<file path="config.mk">
export PLATFORM = sky130hd
export DESIGN_NAME = ctmw_top
export DESIGN_NICKNAME = d
export VERILOG_FILES = /design/src/core/ctmw_top.v
export VERILOG_INCLUDE_DIRS = /design/src /design/src/core
export SDC_FILE = /design/constraint.sdc
export NUM_CORES = 1
export LEC_CHECK = 0
export BUFFER_PORTS_ARGS = -buffer_cell sky130_fd_sc_hd__buf_2
export CAP_MARGIN = 20
export CORE_ASPECT_RATIO = 0.7
export CORE_MARGIN = 2
export CORE_UTILIZATION = 43
export CTS_BUF_LIST = sky130_fd_sc_hd__clkbuf_4
export DETAILED_ROUTE_END_ITERATION = 10
export MAX_ROUTING_LAYER = met4
export PLACE_DENSITY = 0.59
export SETUP_SLACK_MARGIN = 0.3
export SLEW_MARGIN = 10
export SYNTH_ARGS = -nofsm -noshare
export SYNTH_HDL_FRONTEND = slang
export SYNTH_SLANG_ARGS = --single-unit
</file>
<file path="constraint.sdc">
create_clock -name I_CLK_SYS -period 6.3 [get_ports I_CLK_SYS]
set_clock_uncertainty 0.2 [all_clocks]
set_input_delay 0.315 -clock I_CLK_SYS [delete_from_list [all_inputs] [get_ports I_CLK_SYS]]
set_output_delay 0.315 -clock I_CLK_SYS [all_outputs]
set_load 0.005 [all_outputs]
</file>
<file path="src/core/ctmw_regs.vh">
// register map, field positions and timing constants of the transceiver mode and wake block
`ifndef CTMW_REGS_VH
`define CTMW_REGS_VH

// ************************************************************
// register byte offsets
// ************************************************************
`define CTMW_OFF_CTRL        12'h000
`define CTMW_OFF_STAT        12'h004
`define CTMW_OFF_SBC         12'h008

// ************************************************************
// transceiver mode codes
// ************************************************************
`define CTMW_MODE_OFF        2'h0
`define CTMW_MODE_WAKE       2'h1
`define CTMW_MODE_RXONLY     2'h2
`define CTMW_MODE_NORMAL     2'h3

// ************************************************************
// chip operating mode codes
// ************************************************************
`define CTMW_SBC_NORMAL      3'h0
`define CTMW_SBC_STOP        3'h1
`define CTMW_SBC_SLEEP       3'h2
`define CTMW_SBC_RESTART     3'h3
`define CTMW_SBC_FAILSAFE    3'h4

// ************************************************************
// status field positions
// ************************************************************
`define CTMW_ST_WAKE_BIT     2
`define CTMW_ST_TXTO_BIT     3
`define CTMW_ST_CLAMP_BIT    4
`define CTMW_ST_ARMED_BIT    5
`define CTMW_ST_READY_BIT    6
`define CTMW_ST_FAIL_BIT     7

// ************************************************************
// timing in ns and derived cycle counts at 5 ns
// ************************************************************
`define CTMW_CLK_NS          5
`define CTMW_EN_TIME_NS      20000
`define CTMW_WAKE_MIN_NS     500
`define CTMW_WAKE_MAX_NS     1800000
`define CTMW_TXTO_NS         2000000
`define CTMW_CLAMP_NS        2000000
`define CTMW_EN_CYC          ((`CTMW_EN_TIME_NS + `CTMW_CLK_NS - 1) / `CTMW_CLK_NS)
`define CTMW_WAKE_MIN_CYC    ((`CTMW_WAKE_MIN_NS + `CTMW_CLK_NS - 1) / `CTMW_CLK_NS)
`define CTMW_WAKE_MAX_CYC    (`CTMW_WAKE_MAX_NS / `CTMW_CLK_NS)
`define CTMW_TXTO_CYC        (`CTMW_TXTO_NS / `CTMW_CLK_NS)
`define CTMW_CLAMP_CYC       (`CTMW_CLAMP_NS / `CTMW_CLK_NS)

`endif

</file>
<file path="src/core/ctmw_top.v">
// transceiver mode control, enable settling, wake pattern detection and fault timing
`timescale 1ns/1ps
// What this block does
// reset starts in off mode; off is allowed in every chip mode, stopping bus activity.
// in off mode bus activity raises no wake indication.
// transceiver mode is chosen by writing the mode bits over the register bus.
// normal mode is granted only in chip normal or stop mode.
// host enables normal mode by a command while chip is in normal mode.
// after enabling normal mode, dominant transmit is held off for a settling time.
// host returns transmit input high if it went low during settling.
// a dominant level present at settling end is not sent; only a fresh one.
// in normal mode the driver follows the transmit input.
// in normal and receive-only modes the receive output shows the bus comparison.
// receive-only mode disables the driver; reception continues.
// receive-only mode is granted only in chip normal or stop mode.
// wake capable mode is selectable in stop, sleep, restart and normal chip modes.
// entering fail-safe forces wake capable mode.
// a valid wake pattern pulls receive low until the mode changes.
// wake pattern has two dominant phases each within the min and max window.
// the dominant phases are split by a recessive phase within the same window.
// phases are timed by a counter; an out-of-window phase restarts the search.
// after a bus wake the mode bits keep reading the wake capable code.
// wake is re-armed by toggling the mode away or entering stop or fail-safe.
// transmit dominant beyond timeout disables driver, sets fault, resumes once transmit goes high.
// in normal and receive-only modes, bus dominant beyond clamp timeout sets fault and keeps the mode unchanged.
`include "ctmw_regs.vh"

module ctmw_top #(
   parameter EN_CYC      = `CTMW_EN_CYC,
   parameter WAKE_MIN    = `CTMW_WAKE_MIN_CYC,
   parameter WAKE_MAX    = `CTMW_WAKE_MAX_CYC,
   parameter TXTO_CYC    = `CTMW_TXTO_CYC,
   parameter CLAMP_CYC   = `CTMW_CLAMP_CYC
) (
   // clock and reset
   input  wire        I_CLK_SYS,
   input  wire        I_RST,
   // axi4-lite write address and data
   input  wire [11:0] I_AWADDR,
   input  wire        I_AWVALID,
   output wire        O_AWREADY,
   input  wire [31:0] I_WDATA,
   input  wire [3:0]  I_WSTRB,
   input  wire        I_WVALID,
   output wire        O_WREADY,
   output wire [1:0]  O_BRESP,
   output wire        O_BVALID,
   input  wire        I_BREADY,
   // axi4-lite read
   input  wire [11:0] I_ARADDR,
   input  wire        I_ARVALID,
   output wire        O_ARREADY,
   output wire [31:0] O_RDATA,
   output wire [1:0]  O_RRESP,
   output wire        O_RVALID,
   input  wire        I_RREADY,
   // chip operating mode from the system state machine
   input  wire [2:0]  I_SBC_MODE,
   // protocol controller pins
   input  wire        I_TX_DATA_IN,
   output wire        O_RX_DATA,
   // bus side: comparator result (high = recessive) and driver control
   input  wire        I_BUS_RX,
   output wire        O_BUS_DOMINANT,
   output wire        O_BUS_BIAS_EN
);

   // ************************************************************
   // input synchronisers
   // ************************************************************
   reg  [1:0] tx_s_r;
   reg  [1:0] bus_s_r;
   reg  [2:0] sbc_m1_r;
   reg  [2:0] sbc_m2_r;
   reg  [2:0] sbc_m3_r;
   wire       tx_in = tx_s_r[1];
   wire       bus_in = bus_s_r[1];

   always @(posedge I_CLK_SYS or posedge I_RST) begin
      if (I_RST) begin
         tx_s_r   <= 2'h3;
         bus_s_r  <= 2'h3;
         sbc_m1_r <= 3'h0;
         sbc_m2_r <= 3'h0;
         sbc_m3_r <= 3'h0;
      end else begin
         tx_s_r   <= {tx_s_r[0], I_TX_DATA_IN};
         bus_s_r  <= {bus_s_r[0], I_BUS_RX};
         sbc_m1_r <= I_SBC_MODE;
         sbc_m2_r <= sbc_m1_r;
         sbc_m3_r <= sbc_m2_r;
      end
   end

   // ************************************************************
   // mode permission
   // ************************************************************
   function allowed;
      input [1:0] m;
      input [2:0] s;
      begin
         case (m)
            `CTMW_MODE_OFF:    allowed = 1'b1;
            `CTMW_MODE_WAKE:   allowed = (s != `CTMW_SBC_FAILSAFE);
            default:           allowed = (s == `CTMW_SBC_NORMAL) ||
                                         (s == `CTMW_SBC_STOP);
         endcase
      end
   endfunction

   // ************************************************************
   // register bus slave
   // ************************************************************
   reg        aw_got_r;
   reg        w_got_r;
   reg [11:0] aw_addr_r;
   reg [31:0] w_data_r;
   reg [3:0]  w_strb_r;
   reg        bvalid_r;
   reg [1:0]  bresp_r;
   reg        rvalid_r;
   reg [1:0]  rresp_r;
   reg [31:0] rdata_r;
   reg [1:0]  mode_r;
   reg [2:0]  sbc_prev_r;
   reg        wake_r;
   reg        armed_r;
   reg        txto_r;
   reg        clamp_r;
   reg        fail_r;
   reg        en_done_r;
   // the mode word is used only once two samples agree
   wire [2:0] sbc = (sbc_m2_r == sbc_m3_r) ? sbc_m3_r : sbc_prev_r;

   assign O_AWREADY = !aw_got_r && !bvalid_r;
   assign O_WREADY  = !w_got_r && !bvalid_r;
   assign O_ARREADY = !rvalid_r;
   assign O_BVALID  = bvalid_r;
   assign O_BRESP   = bresp_r;
   assign O_RVALID  = rvalid_r;
   assign O_RRESP   = rresp_r;
   assign O_RDATA   = rdata_r;

   wire       aw_fire = I_AWVALID && O_AWREADY;
   wire       w_fire  = I_WVALID && O_WREADY;
   wire       aw_have = aw_got_r || aw_fire;
   wire       w_have  = w_got_r || w_fire;
   wire [11:0] wa     = aw_got_r ? aw_addr_r : I_AWADDR;
   wire [31:0] wd     = w_got_r ? w_data_r : I_WDATA;
   wire [3:0]  ws     = w_got_r ? w_strb_r : I_WSTRB;
   wire        do_wr  = aw_have && w_have && !bvalid_r;
   wire        ctrl_wr = do_wr && (wa == `CTMW_OFF_CTRL) && ws[0];
   wire        fclr_wr = do_wr && (wa == `CTMW_OFF_STAT) && ws[0] && wd[`CTMW_ST_FAIL_BIT];
   wire [1:0]  req_mode = wd[1:0];
   wire        mode_ok  = allowed(req_mode, sbc);

   wire [31:0] stat_word = {24'h000000, fail_r, en_done_r, armed_r, clamp_r, txto_r, wake_r, mode_r};

   always @(posedge I_CLK_SYS or posedge I_RST) begin
      if (I_RST) begin
         aw_got_r  <= 1'b0;
         w_got_r   <= 1'b0;
         aw_addr_r <= 12'h000;
         w_data_r  <= 32'h00000000;
         w_strb_r  <= 4'h0;
         bvalid_r  <= 1'b0;
         bresp_r   <= 2'h0;
         rvalid_r  <= 1'b0;
         rresp_r   <= 2'h0;
         rdata_r   <= 32'h00000000;
      end else begin
         if (aw_fire) begin
            aw_got_r  <= 1'b1;
            aw_addr_r <= I_AWADDR;
         end
         if (w_fire) begin
            w_got_r  <= 1'b1;
            w_data_r <= I_WDATA;
            w_strb_r <= I_WSTRB;
         end
         if (do_wr) begin
            aw_got_r <= 1'b0;
            w_got_r  <= 1'b0;
            bvalid_r <= 1'b1;
            if (wa == `CTMW_OFF_CTRL || wa == `CTMW_OFF_STAT)
               bresp_r <= (wa == `CTMW_OFF_CTRL && ws[0] && !mode_ok) ? 2'h2 : 2'h0;
            else
               bresp_r <= 2'h2;
         end else if (bvalid_r && I_BREADY) begin
            bvalid_r <= 1'b0;
         end
         if (I_ARVALID && O_ARREADY) begin
            rvalid_r <= 1'b1;
            rresp_r  <= 2'h0;
            case (I_ARADDR)
               `CTMW_OFF_CTRL: rdata_r <= {30'h00000000, mode_r};
               `CTMW_OFF_STAT: rdata_r <= stat_word;
               `CTMW_OFF_SBC:  rdata_r <= {29'h00000000, sbc};
               default: begin
                  rdata_r <= 32'h00000000;
                  rresp_r <= 2'h2;
               end
            endcase
         end else if (rvalid_r && I_RREADY) begin
            rvalid_r <= 1'b0;
         end
      end
   end

   // ************************************************************
   // mode register
   // ************************************************************
   // refused modes keep the old value; fail-safe overrides any write
   wire entering_fs   = (sbc == `CTMW_SBC_FAILSAFE) && (sbc_prev_r != `CTMW_SBC_FAILSAFE);
   wire entering_stop = (sbc == `CTMW_SBC_STOP) && (sbc_prev_r != `CTMW_SBC_STOP);
   reg [1:0] mode_nxt;

   always @* begin
      mode_nxt = mode_r;
      if (ctrl_wr && mode_ok)
         mode_nxt = req_mode;
      if (sbc == `CTMW_SBC_FAILSAFE)
         mode_nxt = `CTMW_MODE_WAKE;
      if (!allowed(mode_r, sbc) && mode_nxt == mode_r && sbc != `CTMW_SBC_FAILSAFE)
         mode_nxt = `CTMW_MODE_WAKE;
   end

   wire mode_chg = (mode_nxt != mode_r);

   // ************************************************************
   // enable settling and transmit path
   // ************************************************************
   reg [31:0] en_cnt_r;
   reg        fresh_r;
   reg [31:0] txto_cnt_r;
   reg [31:0] clamp_cnt_r;
   wire       is_norm = (mode_r == `CTMW_MODE_NORMAL);
   wire       is_rxo  = (mode_r == `CTMW_MODE_RXONLY);

   always @(posedge I_CLK_SYS or posedge I_RST) begin
      if (I_RST) begin
         mode_r      <= `CTMW_MODE_OFF;
         sbc_prev_r  <= 3'h0;
         en_cnt_r    <= 32'h00000000;
         en_done_r   <= 1'b0;
         fresh_r     <= 1'b0;
         txto_cnt_r  <= 32'h00000000;
         txto_r      <= 1'b0;
         clamp_cnt_r <= 32'h00000000;
         clamp_r     <= 1'b0;
         fail_r      <= 1'b0;
      end else begin
         mode_r     <= mode_nxt;
         sbc_prev_r <= sbc;
         if (!is_norm || mode_chg) begin
            en_cnt_r  <= 32'h00000000;
            en_done_r <= 1'b0;
            fresh_r   <= 1'b0;
         end else if (!en_done_r) begin
            if (en_cnt_r >= EN_CYC - 1)
               en_done_r <= 1'b1;
            en_cnt_r <= en_cnt_r + 32'h1;
         end else if (tx_in) begin
            fresh_r <= 1'b1;
         end
         if (is_norm && !tx_in) begin
            if (txto_cnt_r < TXTO_CYC)
               txto_cnt_r <= txto_cnt_r + 32'h1;
         end else begin
            txto_cnt_r <= 32'h00000000;
         end
         txto_r <= is_norm && !tx_in && (txto_cnt_r >= TXTO_CYC);
         if ((is_norm || is_rxo) && !bus_in) begin
            if (clamp_cnt_r < CLAMP_CYC)
               clamp_cnt_r <= clamp_cnt_r + 32'h1;
         end else begin
            clamp_cnt_r <= 32'h00000000;
         end
         clamp_r <= (is_norm || is_rxo) && !bus_in && (clamp_cnt_r >= CLAMP_CYC);
         if (txto_r || clamp_r)
            fail_r <= 1'b1;
         else if (fclr_wr)
            fail_r <= 1'b0;
      end
   end

   // ************************************************************
   // wake pattern detector
   // ************************************************************
   localparam WS_IDLE = 2'h0;
   localparam WS_DOM1 = 2'h1;
   localparam WS_REC  = 2'h2;
   localparam WS_DOM2 = 2'h3;
   reg [1:0]  ws_r;
   reg [31:0] ph_cnt_r;
   wire       in_win = (ph_cnt_r >= WAKE_MIN) && (ph_cnt_r < WAKE_MAX - 1);
   wire       hunt   = (mode_r == `CTMW_MODE_WAKE) && armed_r && !mode_chg;

   always @(posedge I_CLK_SYS or posedge I_RST) begin
      if (I_RST) begin
         ws_r     <= WS_IDLE;
         ph_cnt_r <= 32'h00000000;
         wake_r   <= 1'b0;
         armed_r  <= 1'b1;
      end else begin
         if (mode_chg) begin
            wake_r  <= 1'b0;
            armed_r <= 1'b1;
         end else if (entering_stop || entering_fs) begin
            armed_r <= 1'b1;
         end
         if (!hunt) begin
            ws_r     <= WS_IDLE;
            ph_cnt_r <= 32'h00000000;
         end else begin
            if (ph_cnt_r < WAKE_MAX)
               ph_cnt_r <= ph_cnt_r + 32'h1;
            case (ws_r)
               WS_IDLE: begin
                  ph_cnt_r <= 32'h00000000;
                  if (!bus_in)
                     ws_r <= WS_DOM1;
               end
               WS_DOM1, WS_DOM2: begin
                  if (bus_in) begin
                     ph_cnt_r <= 32'h00000000;
                     if (!in_win)
                        ws_r <= WS_IDLE;
                     else if (ws_r == WS_DOM1)
                        ws_r <= WS_REC;
                     else begin
                        ws_r    <= WS_IDLE;
                        wake_r  <= 1'b1;
                        armed_r <= 1'b0;
                     end
                  end else if (ph_cnt_r >= WAKE_MAX) begin
                     ws_r <= WS_IDLE;
                  end
               end
               WS_REC: begin
                  if (!bus_in) begin
                     ph_cnt_r <= 32'h00000000;
                     ws_r <= in_win ? WS_DOM2 : WS_DOM1;
                  end else if (ph_cnt_r >= WAKE_MAX) begin
                     ws_r <= WS_IDLE;
                  end
               end
               default: ws_r <= WS_IDLE;
            endcase
         end
      end
   end

   // ************************************************************
   // pin outputs
   // ************************************************************
   reg dom_r;
   reg rx_r;
   reg bias_r;

   always @(posedge I_CLK_SYS or posedge I_RST) begin
      if (I_RST) begin
         dom_r  <= 1'b0;
         rx_r   <= 1'b1;
         bias_r <= 1'b0;
      end else begin
         // a low already present at settling end waits for a high first
         dom_r  <= is_norm && en_done_r && fresh_r && !tx_in && !txto_r;
         if (is_norm || is_rxo)
            rx_r <= bus_in;
         else if (mode_r == `CTMW_MODE_WAKE)
            rx_r <= !wake_r;
         else
            rx_r <= 1'b1;
         bias_r <= is_norm || is_rxo;
      end
   end

   assign O_BUS_DOMINANT = dom_r;
   assign O_RX_DATA      = rx_r;
   assign O_BUS_BIAS_EN  = bias_r;

endmodule

</file>
Yosys cells after proc, flatten, opt, wreduce, memory -nomap -nowiden:

Cells that the tools add are included.

* output and inout bits: 44
* register bits after elaboration: 219

* $lt $le $gt $ge: 9
* reduce and logical (&&, ||, !) cells: 68
* $add $sub $neg: 4
* muxes and demuxes: 64
* eq/ne operators: 22

Operators with widths (count)
* 32-bit two-way mux: 10
* 32-bit by 1-bit adder with 32-bit output, second input constant: 4
* 32-bit by 19-bit < comparator with 1-bit output, second input constant: 4
* 32-bit by 19-bit >= comparator with 1-bit output, second input constant: 3
* 32-bit case mux with 3 select lines: 1
* 32-bit by 12-bit >= comparator with 1-bit output, second input constant: 1
* 32-bit by 7-bit >= comparator with 1-bit output, second input constant: 1
* 1-bit logical AND: 32
* 1-bit two-way mux: 32
* 2-bit two-way mux: 14
* 12-bit by 3-bit equality test with 1-bit output, second input constant: 2
* 12-bit zero test: 2
* 8-bit case mux with 3 select lines: 1
* 2-bit nonzero test: 7
* 12-bit by 4-bit equality test with 1-bit output, second input constant: 1
* 1-bit zero test: 12
* 12-bit two-way mux: 1
* 3-bit inequality test, second input constant: 3
* 2-bit equality test, second input constant: 4
* 1-bit logical OR: 8
* 8-bit two-way mux: 1
* 2-bit by 1-bit equality test with 1-bit output, second input constant: 3
* 2-bit zero test: 3
* 2-bit by 1-bit inequality test with 1-bit output, second input constant: 3
* other kinds (13): 14

Depth between registers and ports, before layout:

Gate-level depths: netlist (run 1).

* word-level depth: 22
* gate-level depth with buffers: 9
* depth with buffers taken out: 7

Least setup slack after synthesis (run 1):

No wires, ideal clock.

* path type: reg-to-reg
* start point: register aw_got_r
* end point: register ph_cnt_r[30]
* data required time: 5.982 ns
* period minus slack after synthesis: 2.588 ns
* setup time: 0.118 ns
* cell stages (with the launch flop): 9
* arrival: 2.271 ns
* setup slack: 3.712 ns
* cell sequence: dfrtp_1 > buf_6 > or4_1 > o22ai_2 > o2111ai_2 > or4_4 > nand4_4 > buf_6 > nor2_1

* longest elaborated chain between the ends: 19

RTL lines
* start, declared: line ctmw_top.v:114 `reg aw_got_r;`
* start signal, assigned: line ctmw_top.v:161 `aw_got_r <= 1'b0;`
* start signal, assigned: line ctmw_top.v:173 `aw_got_r <= 1'b1;`
* start signal, assigned: line ctmw_top.v:182 `aw_got_r <= 1'b0;`
* 1-bit zero test: line ctmw_top.v:135 `assign O_AWREADY = !aw_got_r && !bvalid_r;`
* 1-bit logical AND: line ctmw_top.v:135
* 1-bit logical AND: line ctmw_top.v:144 `wire aw_fire = I_AWVALID && O_AWREADY;`
* 1-bit logical OR: line ctmw_top.v:146 `wire aw_have = aw_got_r || aw_fire;`
* 1-bit logical AND (2 in series): line ctmw_top.v:151 `wire do_wr = aw_have && w_have && !bvalid_r;`
* 1-bit logical AND * (2 in series): line ctmw_top.v:152 `` wire ctrl_wr = do_wr && (wa == `CTMW_OFF_CTRL) && ws[0]; ``
* 1-bit logical AND *: line ctmw_top.v:220 `if (ctrl_wr && mode_ok)`
* 2-bit two-way mux *: line ctmw_top.v:220
* 2-bit two-way mux *: line ctmw_top.v:222 `` if (sbc == `CTMW_SBC_FAILSAFE) ``
* 2-bit equality test: line ctmw_top.v:224 `` if (!allowed(mode_r, sbc) && mode_nxt == mode_r && sbc != `CTMW_SBC_FAILSAFE) ``
* 1-bit logical AND: line ctmw_top.v:224
* 1-bit logical AND (no source line)
* 2-bit two-way mux *: line ctmw_top.v:224
* 2-bit inequality test *: line ctmw_top.v:228 `wire mode_chg = (mode_nxt != mode_r);`
* 1-bit zero test *: line ctmw_top.v:297 `` wire hunt = (mode_r == `CTMW_MODE_WAKE) && armed_r && !mode_chg; ``
* 1-bit logical AND *: line ctmw_top.v:297
* 32-bit two-way mux *: line ctmw_top.v:312 `if (!hunt) begin`
* end signal, assigned: line ctmw_top.v:317 `ph_cnt_r <= ph_cnt_r + 32'h1;`
* end, declared: line ctmw_top.v:295 `reg [31:0] ph_cnt_r;`

Every way passes the cells marked *; elsewhere a longest branch is shown, timed or not.
A chain may end at the register's enable or synchronous reset.

Worst setup path after layout (run 1):

* start point: register aw_got_r
* end point: register ph_cnt_r[16]

Same word-level chain as after synthesis.

==> flow_summary.ini, run 1 <==
[drt]
drt-pass1-iter-count = 7
wl_per_cell_um = 14.3
vias_per_cell = 5.15
dr.first_iter.drc_count = 517
via_count = 6494
drtAntennaViolNets = 0
drc = 0
routed_wl_um = 18100

[floorplan]
die-area_um2 = 22100
start_util_pct = 43.6
pin_count = 116
die_w_um = 177
fp.dieH_um = 125
core-area_um2 = 20600
num_rows = 44

[layout]
multi_input_area_um2 = 3890
antenna_cells = 0
layout.nets = 1051
fillers = 1909
drive_above_1_share_pct = 14.5
areaGrowthSynthToFinish_pct = 12.2
seqCellArea_um2 = 4710
postLayoutCoreUtil_pct = 48.9

[clocking]
clk_pin_slew_ps = 160
post_cts_resized = 0
cts.sinks = 188
clockBufferDepth = 2
root_buffer = clkbuf_4
cts_buffers = 17
tritoncts = built
clk-insertion-delay-late_ps = 590
h-tree-depth = 4

[yosys]
ys.flop_type = dfrtp_1
seq_area_frac_synth_pct = 52.4
syn-cell-area_um2 = 9000
synth_cell_type_count = 74
syn_inst = 881
async_flop_share_pct = 100
synth_area_per_cell_um2 = 10.2
synth_seq_cells = 188
yosysWarnings = 0
synth_edf_count = 0

[pwr]
p_sw_share_pct = 27.5
power.clock.fraction_pct = 29.2
p_leak_nw = 4.30
p_switching_w = 0.000640
irDropWorstVdd_uv = 191
powerDensity_nw_per_um2 = 230
seqPwrFrac_pct = 57.8
internal_power_w = 0.00168
p_comb_share_pct = 13.0

[worst_setup_path]
path_max_fanout = 32
startpoint_type = flip-flop
crit_slowest_cell = or4_1
cp_cell_sequence = or4_1 -> o22ai_2 -> o2111ai_2 -> o21ai_1 -> nand4_4 -> a21oi_1
critPathMaxStageDelay_ps = 560
path_depth = 6
cp_data_required_time_ps = 6600
reg2regPathDepth = 6
r2r_slack_ps = 3240
endpoint_kind = flip-flop
arrival_ps = 3350
critPathBufInv = 0
crit_family = compound AO/OA/AOI/OAI gates
crit_type = flip-flop to flip-flop

[run_status]
status = complete, no violations

[run]
drv_cap = 0

[timing]
max_freq_ghz = 0.327
hold_viol = 0
tns_ps = 0
setup_slack_ps = 3240
worst_slew_pin_slew_ps = 992
drv_slew = 0
setup_violations = 0
rsz0062_at_grt = no
timing.hold.ws_ps = 132
period_share_pct = 48.5
slew_headroom_pct = 33.3
post-route-min-period_ps = 3060

[global_route]
grt_pass1_vias = 6185
grt_remaining_overflow = 0
grt_max_degree = 119
antenna_found_initial = 0
grt_util_all_layers_pct = 17.9
grt_pass1_wl_um = 31200

[place]
dp_hpwl_um = 12000
dpl_worst_slack_ps = 3260
gp_congestion = 0.812
port_buffers = 57

[hold_path]
hold_depth = 6
min_path_type = input port to flip-flop
==> layer usage <==
layer  vias up  part of all wire (%)  GRT usage (%)
met3        18                   3.4           3.32
li1       3261                     -              -
met2       109                    40           23.3
met4         0                   1.1           4.33
met1      3106                    56           28.2
met5         -                     0              -
==> worst min-delay path, cell delays in order <==
cell     delay [ps]
buf_2            70
nor4_1           30
nand3_1         130
nor3b_1         110
a22oi_1         130
o21ai_0          90
==> synth_stat cells (4+ instances only) <==
cell / n / area share [%]
o21a_1: 10 / 0.83
nor2_2: 9 / 0.63
and4_1: 5 / 0.49
ha_1: 7 / 0.97
nand2_1: 45 / 1.9
o21ai_0: 19 / 1.1
a41o_1: 5 / 0.56
nor4_1: 28 / 1.9
xnor2_1: 25 / 2.4
a31oi_1: 7 / 0.49
dfstp_2: 6 / 1.8
nor2b_1: 6 / 0.42
buf_2: 7 / 0.39
a21o_1: 8 / 0.67
and3_1: 12 / 0.83
xor2_1: 35 / 3.4
buf_4: 26 / 2.2
buf_6: 4 / 0.50
mux2i_1: 8 / 0.89
or4_1: 11 / 0.92
nor2_1: 111 / 4.6
nand4_1: 25 / 1.7
clkbuf_1: 14 / 0.58
nor3b_1: 4 / 0.33
nand2b_1: 4 / 0.28
a22o_1: 5 / 0.49
nor3_1: 20 / 1.1
mux2_2: 20 / 2.5
nand3_1: 38 / 2.1
inv_1: 43 / 1.8
a21oi_1: 30 / 1.7
dfrtp_1: 182 / 51
o211ai_1: 8 / 0.67
and2_1: 22 / 1.5
or3_1: 12 / 0.83
==> flip-flops by register name, summed over array words and instances (netlist names), 2 cells and up <==
name / flops
allowed.m: 2
sbc_m2_r: 3
w_data_r: 3
O_RDATA: 8
tx_s_r: 2
clamp_cnt_r: 32
en_cnt_r: 32
bus_s_r: 2
aw_addr_r: 12
sbc_prev_r: 3
ws_r: 2
sbc_m1_r: 3
sbc_m3_r: 3
ph_cnt_r: 32
txto_cnt_r: 32
==> cell usage in the layout, fill, tap and decap left out, types with 4 or more instances in the layout <==
| master | netlist | final |
|---|---|---|
| nor2_1 | 111 | 111 |
| nor3_1 | 20 | 20 |
| buf_4 | 26 | 6 |
| and4_1 | 5 | 5 |
| nand4_1 | 25 | 25 |
| clkinv_4 | 0 | 4 |
| mux2i_1 | 8 | 8 |
| and3_1 | 12 | 12 |
| a41o_1 | 5 | 5 |
| nand3_1 | 38 | 38 |
| conb_1 | 1 | 26 |
| dlygate4sd3_1 | 0 | 35 |
| o21a_1 | 10 | 10 |
| nor4_1 | 28 | 28 |
| nor2b_1 | 6 | 6 |
| and2_1 | 22 | 22 |
| a22o_1 | 5 | 5 |
| xor2_1 | 35 | 35 |
| o211ai_1 | 8 | 8 |
| ha_1 | 7 | 7 |
| nor2_2 | 9 | 9 |
| nand2b_1 | 4 | 4 |
| or3_1 | 12 | 12 |
| dfstp_2 | 6 | 6 |
| buf_2 | 7 | 58 |
| a21oi_1 | 30 | 30 |
| or4_1 | 11 | 11 |
| dfrtp_1 | 182 | 182 |
| inv_6 | 0 | 5 |
| a31oi_1 | 7 | 7 |
| inv_1 | 43 | 42 |
| clkbuf_4 | 0 | 17 |
| a21o_1 | 8 | 8 |
| xnor2_1 | 25 | 25 |
| nand2_1 | 45 | 45 |
| nor3b_1 | 4 | 4 |
| mux2_2 | 20 | 20 |
| o21ai_0 | 19 | 19 |
==> timing repair <==
item / CTS / global route
setup buffers: 0 / 0
hold endpoints to repair: 146 / 0
hold buffers: 35 / 0
==> final cells by class <==
type	instances	area share [%]
sequential	188	46.7
multi-input combinational	623	38.6
timing repair buffer	99	6.79
tap	276	3.42
inverter	43	1.67
clock inverter	15	1.60
clock buffer	17	1.26
==> power groups by stage <==
stage	Sequential, W	Combinational (W)	Clock, W
global route	0.00136	0.000339	0.000757
floorplan	0.00134	0.000241	0
finish	0.00134	0.000303	0.000679
global placement	0.00136	0.000275	0
detailed placement	0.00137	0.000278	0
CTS	0.00134	0.000305	0.000708
==> worst paths after layout <==
check | from | to
min | I_ARADDR[4] | O_RDATA[0]
max in group asynchronous | I_RST | w_got_r
min in group asynchronous | I_RST | O_BUS_BIAS_EN
max | aw_got_r | ph_cnt_r[16]
max reg2reg | aw_got_r | ph_cnt_r[16]
min reg2reg | bus_s_r[0] | bus_s_r[1]
==> per-stage QoR <==
| stage | area, um2 | total power [W] | instances |
|---|---|---|---|
| final | 10100 | 0.00232 | 1261 |
| after global routing | 10100 | 0.00245 | 1261 |
| after CTS | 10100 | 0.00236 | 1260 |
| after detailed placement | 9450 | 0.00164 | 1193 |
| after global placement | 9450 | 0.00164 | 1193 |
| after floorplan | 9090 | 0.00158 | 906 |
==> cells by family after synthesis <==
family                     Yosys count  synth area share (%)
muxes                               28                  3.39
DFF                                188                  52.4
xor gates and xnor gates            60                  5.84
adders and majority gates            7                 0.973
and+or+nand+nor                    371                  21.7
buffers and inverters               95                  5.48
AOI/OAI and AO/OA                  131                  10.2
other                                1                0.0417
Power figures use the tool's default switching activity.
==> inputs of run 2 (changes only) <==
ABC_AREA = 1   (was unset)
PLACE_DENSITY = 0.61   (was 0.59)
clock period = 2.5 ns   (was 6.3 ns; I/O delays follow)
==> flow_summary.ini, run 2 <==
[global_route]
grt_remaining_overflow = 0
antenna_found_initial = 1
grt_util_all_layers_pct = 19.6
grt_pass1_wl_um = 35800
grt_max_degree = 101
grt_pass1_vias = 7411

[place]
placed_area_um2 = 10600
dp_hpwl_um = 14300
port_buffers = 57
dpl_worst_slack_ps = -164
gp_congestion = 0.835

[yosys]
seq_area_frac_synth_pct = 49.7
synth_area_leaders = dfrtp_1 (48%), nand2_1 (8.2%), inv_1 (6.7%)
synth_top_area_cell = dfrtp_1
ys.flop_type = dfrtp_1
synthTopCellsByCount = nand2_1 (208), dfrtp_1 (182), inv_1 (169), nor2_1 (154), o21ai_0 (55)
synth_area_per_cell_um2 = 8.39
async_flop_share_pct = 100
synth_cell_type_count = 59
syn-cell-area_um2 = 9480
synth_seq_cells = 188
yosysMostFrequentCell = nand2_1
syn_inst = 1130
yosysWarnings = 0
synth_edf_count = 0
synth_top_area_share_pct = 48.1

[clocking]
cts_buffers = 17
cts.sinks = 188
tritoncts = built
clk-insertion-delay-late_ps = 620
h-tree-depth = 4
root_buffer = clkbuf_4
clockBufferDepth = 2
clk_pin_slew_ps = 180

[floorplan]
fp.dieH_um = 128
num_rows = 45
start_util_pct = 43.7
core-area_um2 = 21700
die_w_um = 181
die-area_um2 = 23300
pin_count = 116

[pwr]
powerDensity_nw_per_um2 = 538
p_comb_share_pct = 18.1
p_switching_w = 0.00199
power.clock.fraction_pct = 29.4
p_sw_share_pct = 31.0
seqPwrFrac_pct = 52.5
internal_power_w = 0.00444
p_leak_nw = 5.31
irDropWorstVdd_uv = 276

[worst_setup_path]
crit_family = simple AND/OR/NAND/NOR gates
cp_cell_sequence = xnor2_2 -> nand3_2 -> nand2_1 -> nand2_2 -> nand4_1 -> nand3_2 -> nand2_2 -> nand3_2 -> nor2_1 -> nand2_1 -> nand2_4 -> nand3_4 -> buf_6 -> nor2_4 -> nand2_1 -> nand2_1
path_max_fanout = 5
crit_slowest_cell = dfrtp_1
cp_data_required_time_ps = 2860
critPathMaxStageDelay_ps = 440
path_common_cell = nand2_1
critPathBufInv = 1
endpoint_kind = flip-flop
crit_type = flip-flop to flip-flop
arrival_ps = 2930
startpoint_type = flip-flop

[drt]
via_count = 7857
wl_per_cell_um = 13.1
routed_wl_um = 21300
drc = 0
drt-met1-wl_um = 10900
dr.first_iter.drc_count = 546
vias_per_cell = 4.83
met3_wirelength_um = 649
met2WireLength_um = 9460
routed.top_layer = met4
drtAntennaViolNets = 0
drt-pass1-iter-count = 4

[timing]
period_share_pct = 103
setup_violations = 18
max_freq_ghz = 0.389
slew_headroom_pct = 57.6
drv_slew = 0
worst_slew_pin_slew_ps = 635
hold_viol = 0
post-route-min-period_ps = 2570
rsz0062_at_grt = yes
setup_slack_ps = -71.6

[layout]
drive_above_1_share_pct = 24.8
multi_input_area_um2 = 4280
final_common_cell = nand2_1
areaGrowthSynthToFinish_pct = 26.0
layout.nets = 1409
layout_common_cells = nand2_1 (199), dfrtp_1 (181), inv_1 (165), nor2_1 (126), buf_4 (89)
seqCellArea_um2 = 4710
fillers = 1956
stdcell_area_um2 = 11900

[hold_path]
min_path_type = input port to flip-flop

[run]
drv_cap = 0

[run_status]
violations = setup timing
status = complete, but fails checks
-- run 2: changes by cell type after synthesis, moves of 18 or more --
cell / delta
nand2_1: +163
inv_1: +126
nor2_1: +43
o21ai_0: +36
and2_1: -22
nor3_1: +22
xnor2_1: -18
-- run 2: power groups by stage --
| stage | Combinational [W] | Sequential (W) | Clock (W) |
|---|---|---|---|
| 3_3_place_gp | 0.00101 | 0.00342 | 0 |
| 4_1_cts | 0.00113 | 0.00337 | 0.00195 |
| 6_report | 0.00116 | 0.00337 | 0.00189 |
| 3_5_place_dp | 0.00102 | 0.00342 | 0 |
| 5_1_grt | 0.00131 | 0.00341 | 0.00208 |
| 2_1_floorplan | 0.000687 | 0.00338 | 0 |
-- run 2: path summary, 6_finish.rpt --
path                               from        endpoint  slack (ps)  cells past startpoint
min in group asynchronous         I_RST  O_BUS_DOMINANT         290                      4
max reg2reg                 sbc_m3_r[1]     en_cnt_r[0]         -70                     16
max in group asynchronous         I_RST  clamp_cnt_r[8]        1060                      5
min reg2reg                  bus_s_r[0]      bus_s_r[1]         170                      0
min                        I_AWADDR[11]   aw_addr_r[11]          70                      3
max                         sbc_m3_r[1]     en_cnt_r[0]         -70                     16
-- run 2: worst register-to-register path, delay by kind of cell, from the launching register on --
family | cells | cell delay (ps)
buffers and inverters | 1 | 160
and+or+nand+nor | 14 | 1460
DFF | 1 | 440
xor gates and xnor gates | 1 | 270
-- run 2: area by class of cell --
class	instances	area share [%]
antenna	1	0.0210
clock buffer	17	1.07
clock inverter	15	1.77
inverter	174	5.52
multi-input combinational	745	35.8
sequential	188	39.5
tap	282	2.95
timing repair buffer	204	13.4
-- run 2: repair_timing --
action / CTS / global route
endpoints found under the hold margin: 225 / 4
hold buffers: 47 / 3
endpoints found under the setup margin: 85 / 112
resized for setup: 24 / 74
setup buffers: 13 / 4
pin swaps: 15 / 13
-- run 2: layer usage --
| layer | vias to the layer above | track usage (%) |
|---|---|---|
| met5 | - | - |
| met4 | 0 | 6.26 |
| met3 | 29 | 3.92 |
| met2 | 132 | 28.1 |
| met1 | 3702 | 28.0 |
| li1 | 3994 | - |
-- run 2: logic make-up (layout without fill, tap and decap cells) --
logic type               after synthesis  in the layout  share of synthesized area [%]
adder cells (fa/ha/maj)                7              7                          0.924
buffers and inverters                222            410                           10.3
XOR/XNOR                              35             35                           3.31
multiplexers                           5              5                          0.581
flip-flops                           188            188                           49.7
AND/OR/NAND/NOR                      544            544                           27.0
AO/OA/AOI/OAI                        128            128                           8.13
other                                  1             27                         0.0396
-- run 2: stage by stage --
| stage | total power [W] | utilization (%) | hold WS (ps) | cells | setup TNS [ps] |
|---|---|---|---|---|---|
| finish | 0.00643 | 55.1 | 74.0 | 1626 | -394 |
| floorplan | 0.00406 | - | -70.5 | 1155 | -43790 |
| global placement | 0.00443 | 49.0 | -177 | 1527 | -775 |
| global route | 0.00679 | 55.1 | 25.6 | 1626 | -12720 |
| CTS | 0.00646 | 53.5 | 39.2 | 1619 | -38.6 |
| detailed placement | 0.00444 | 49.0 | -175 | 1527 | -3910 |
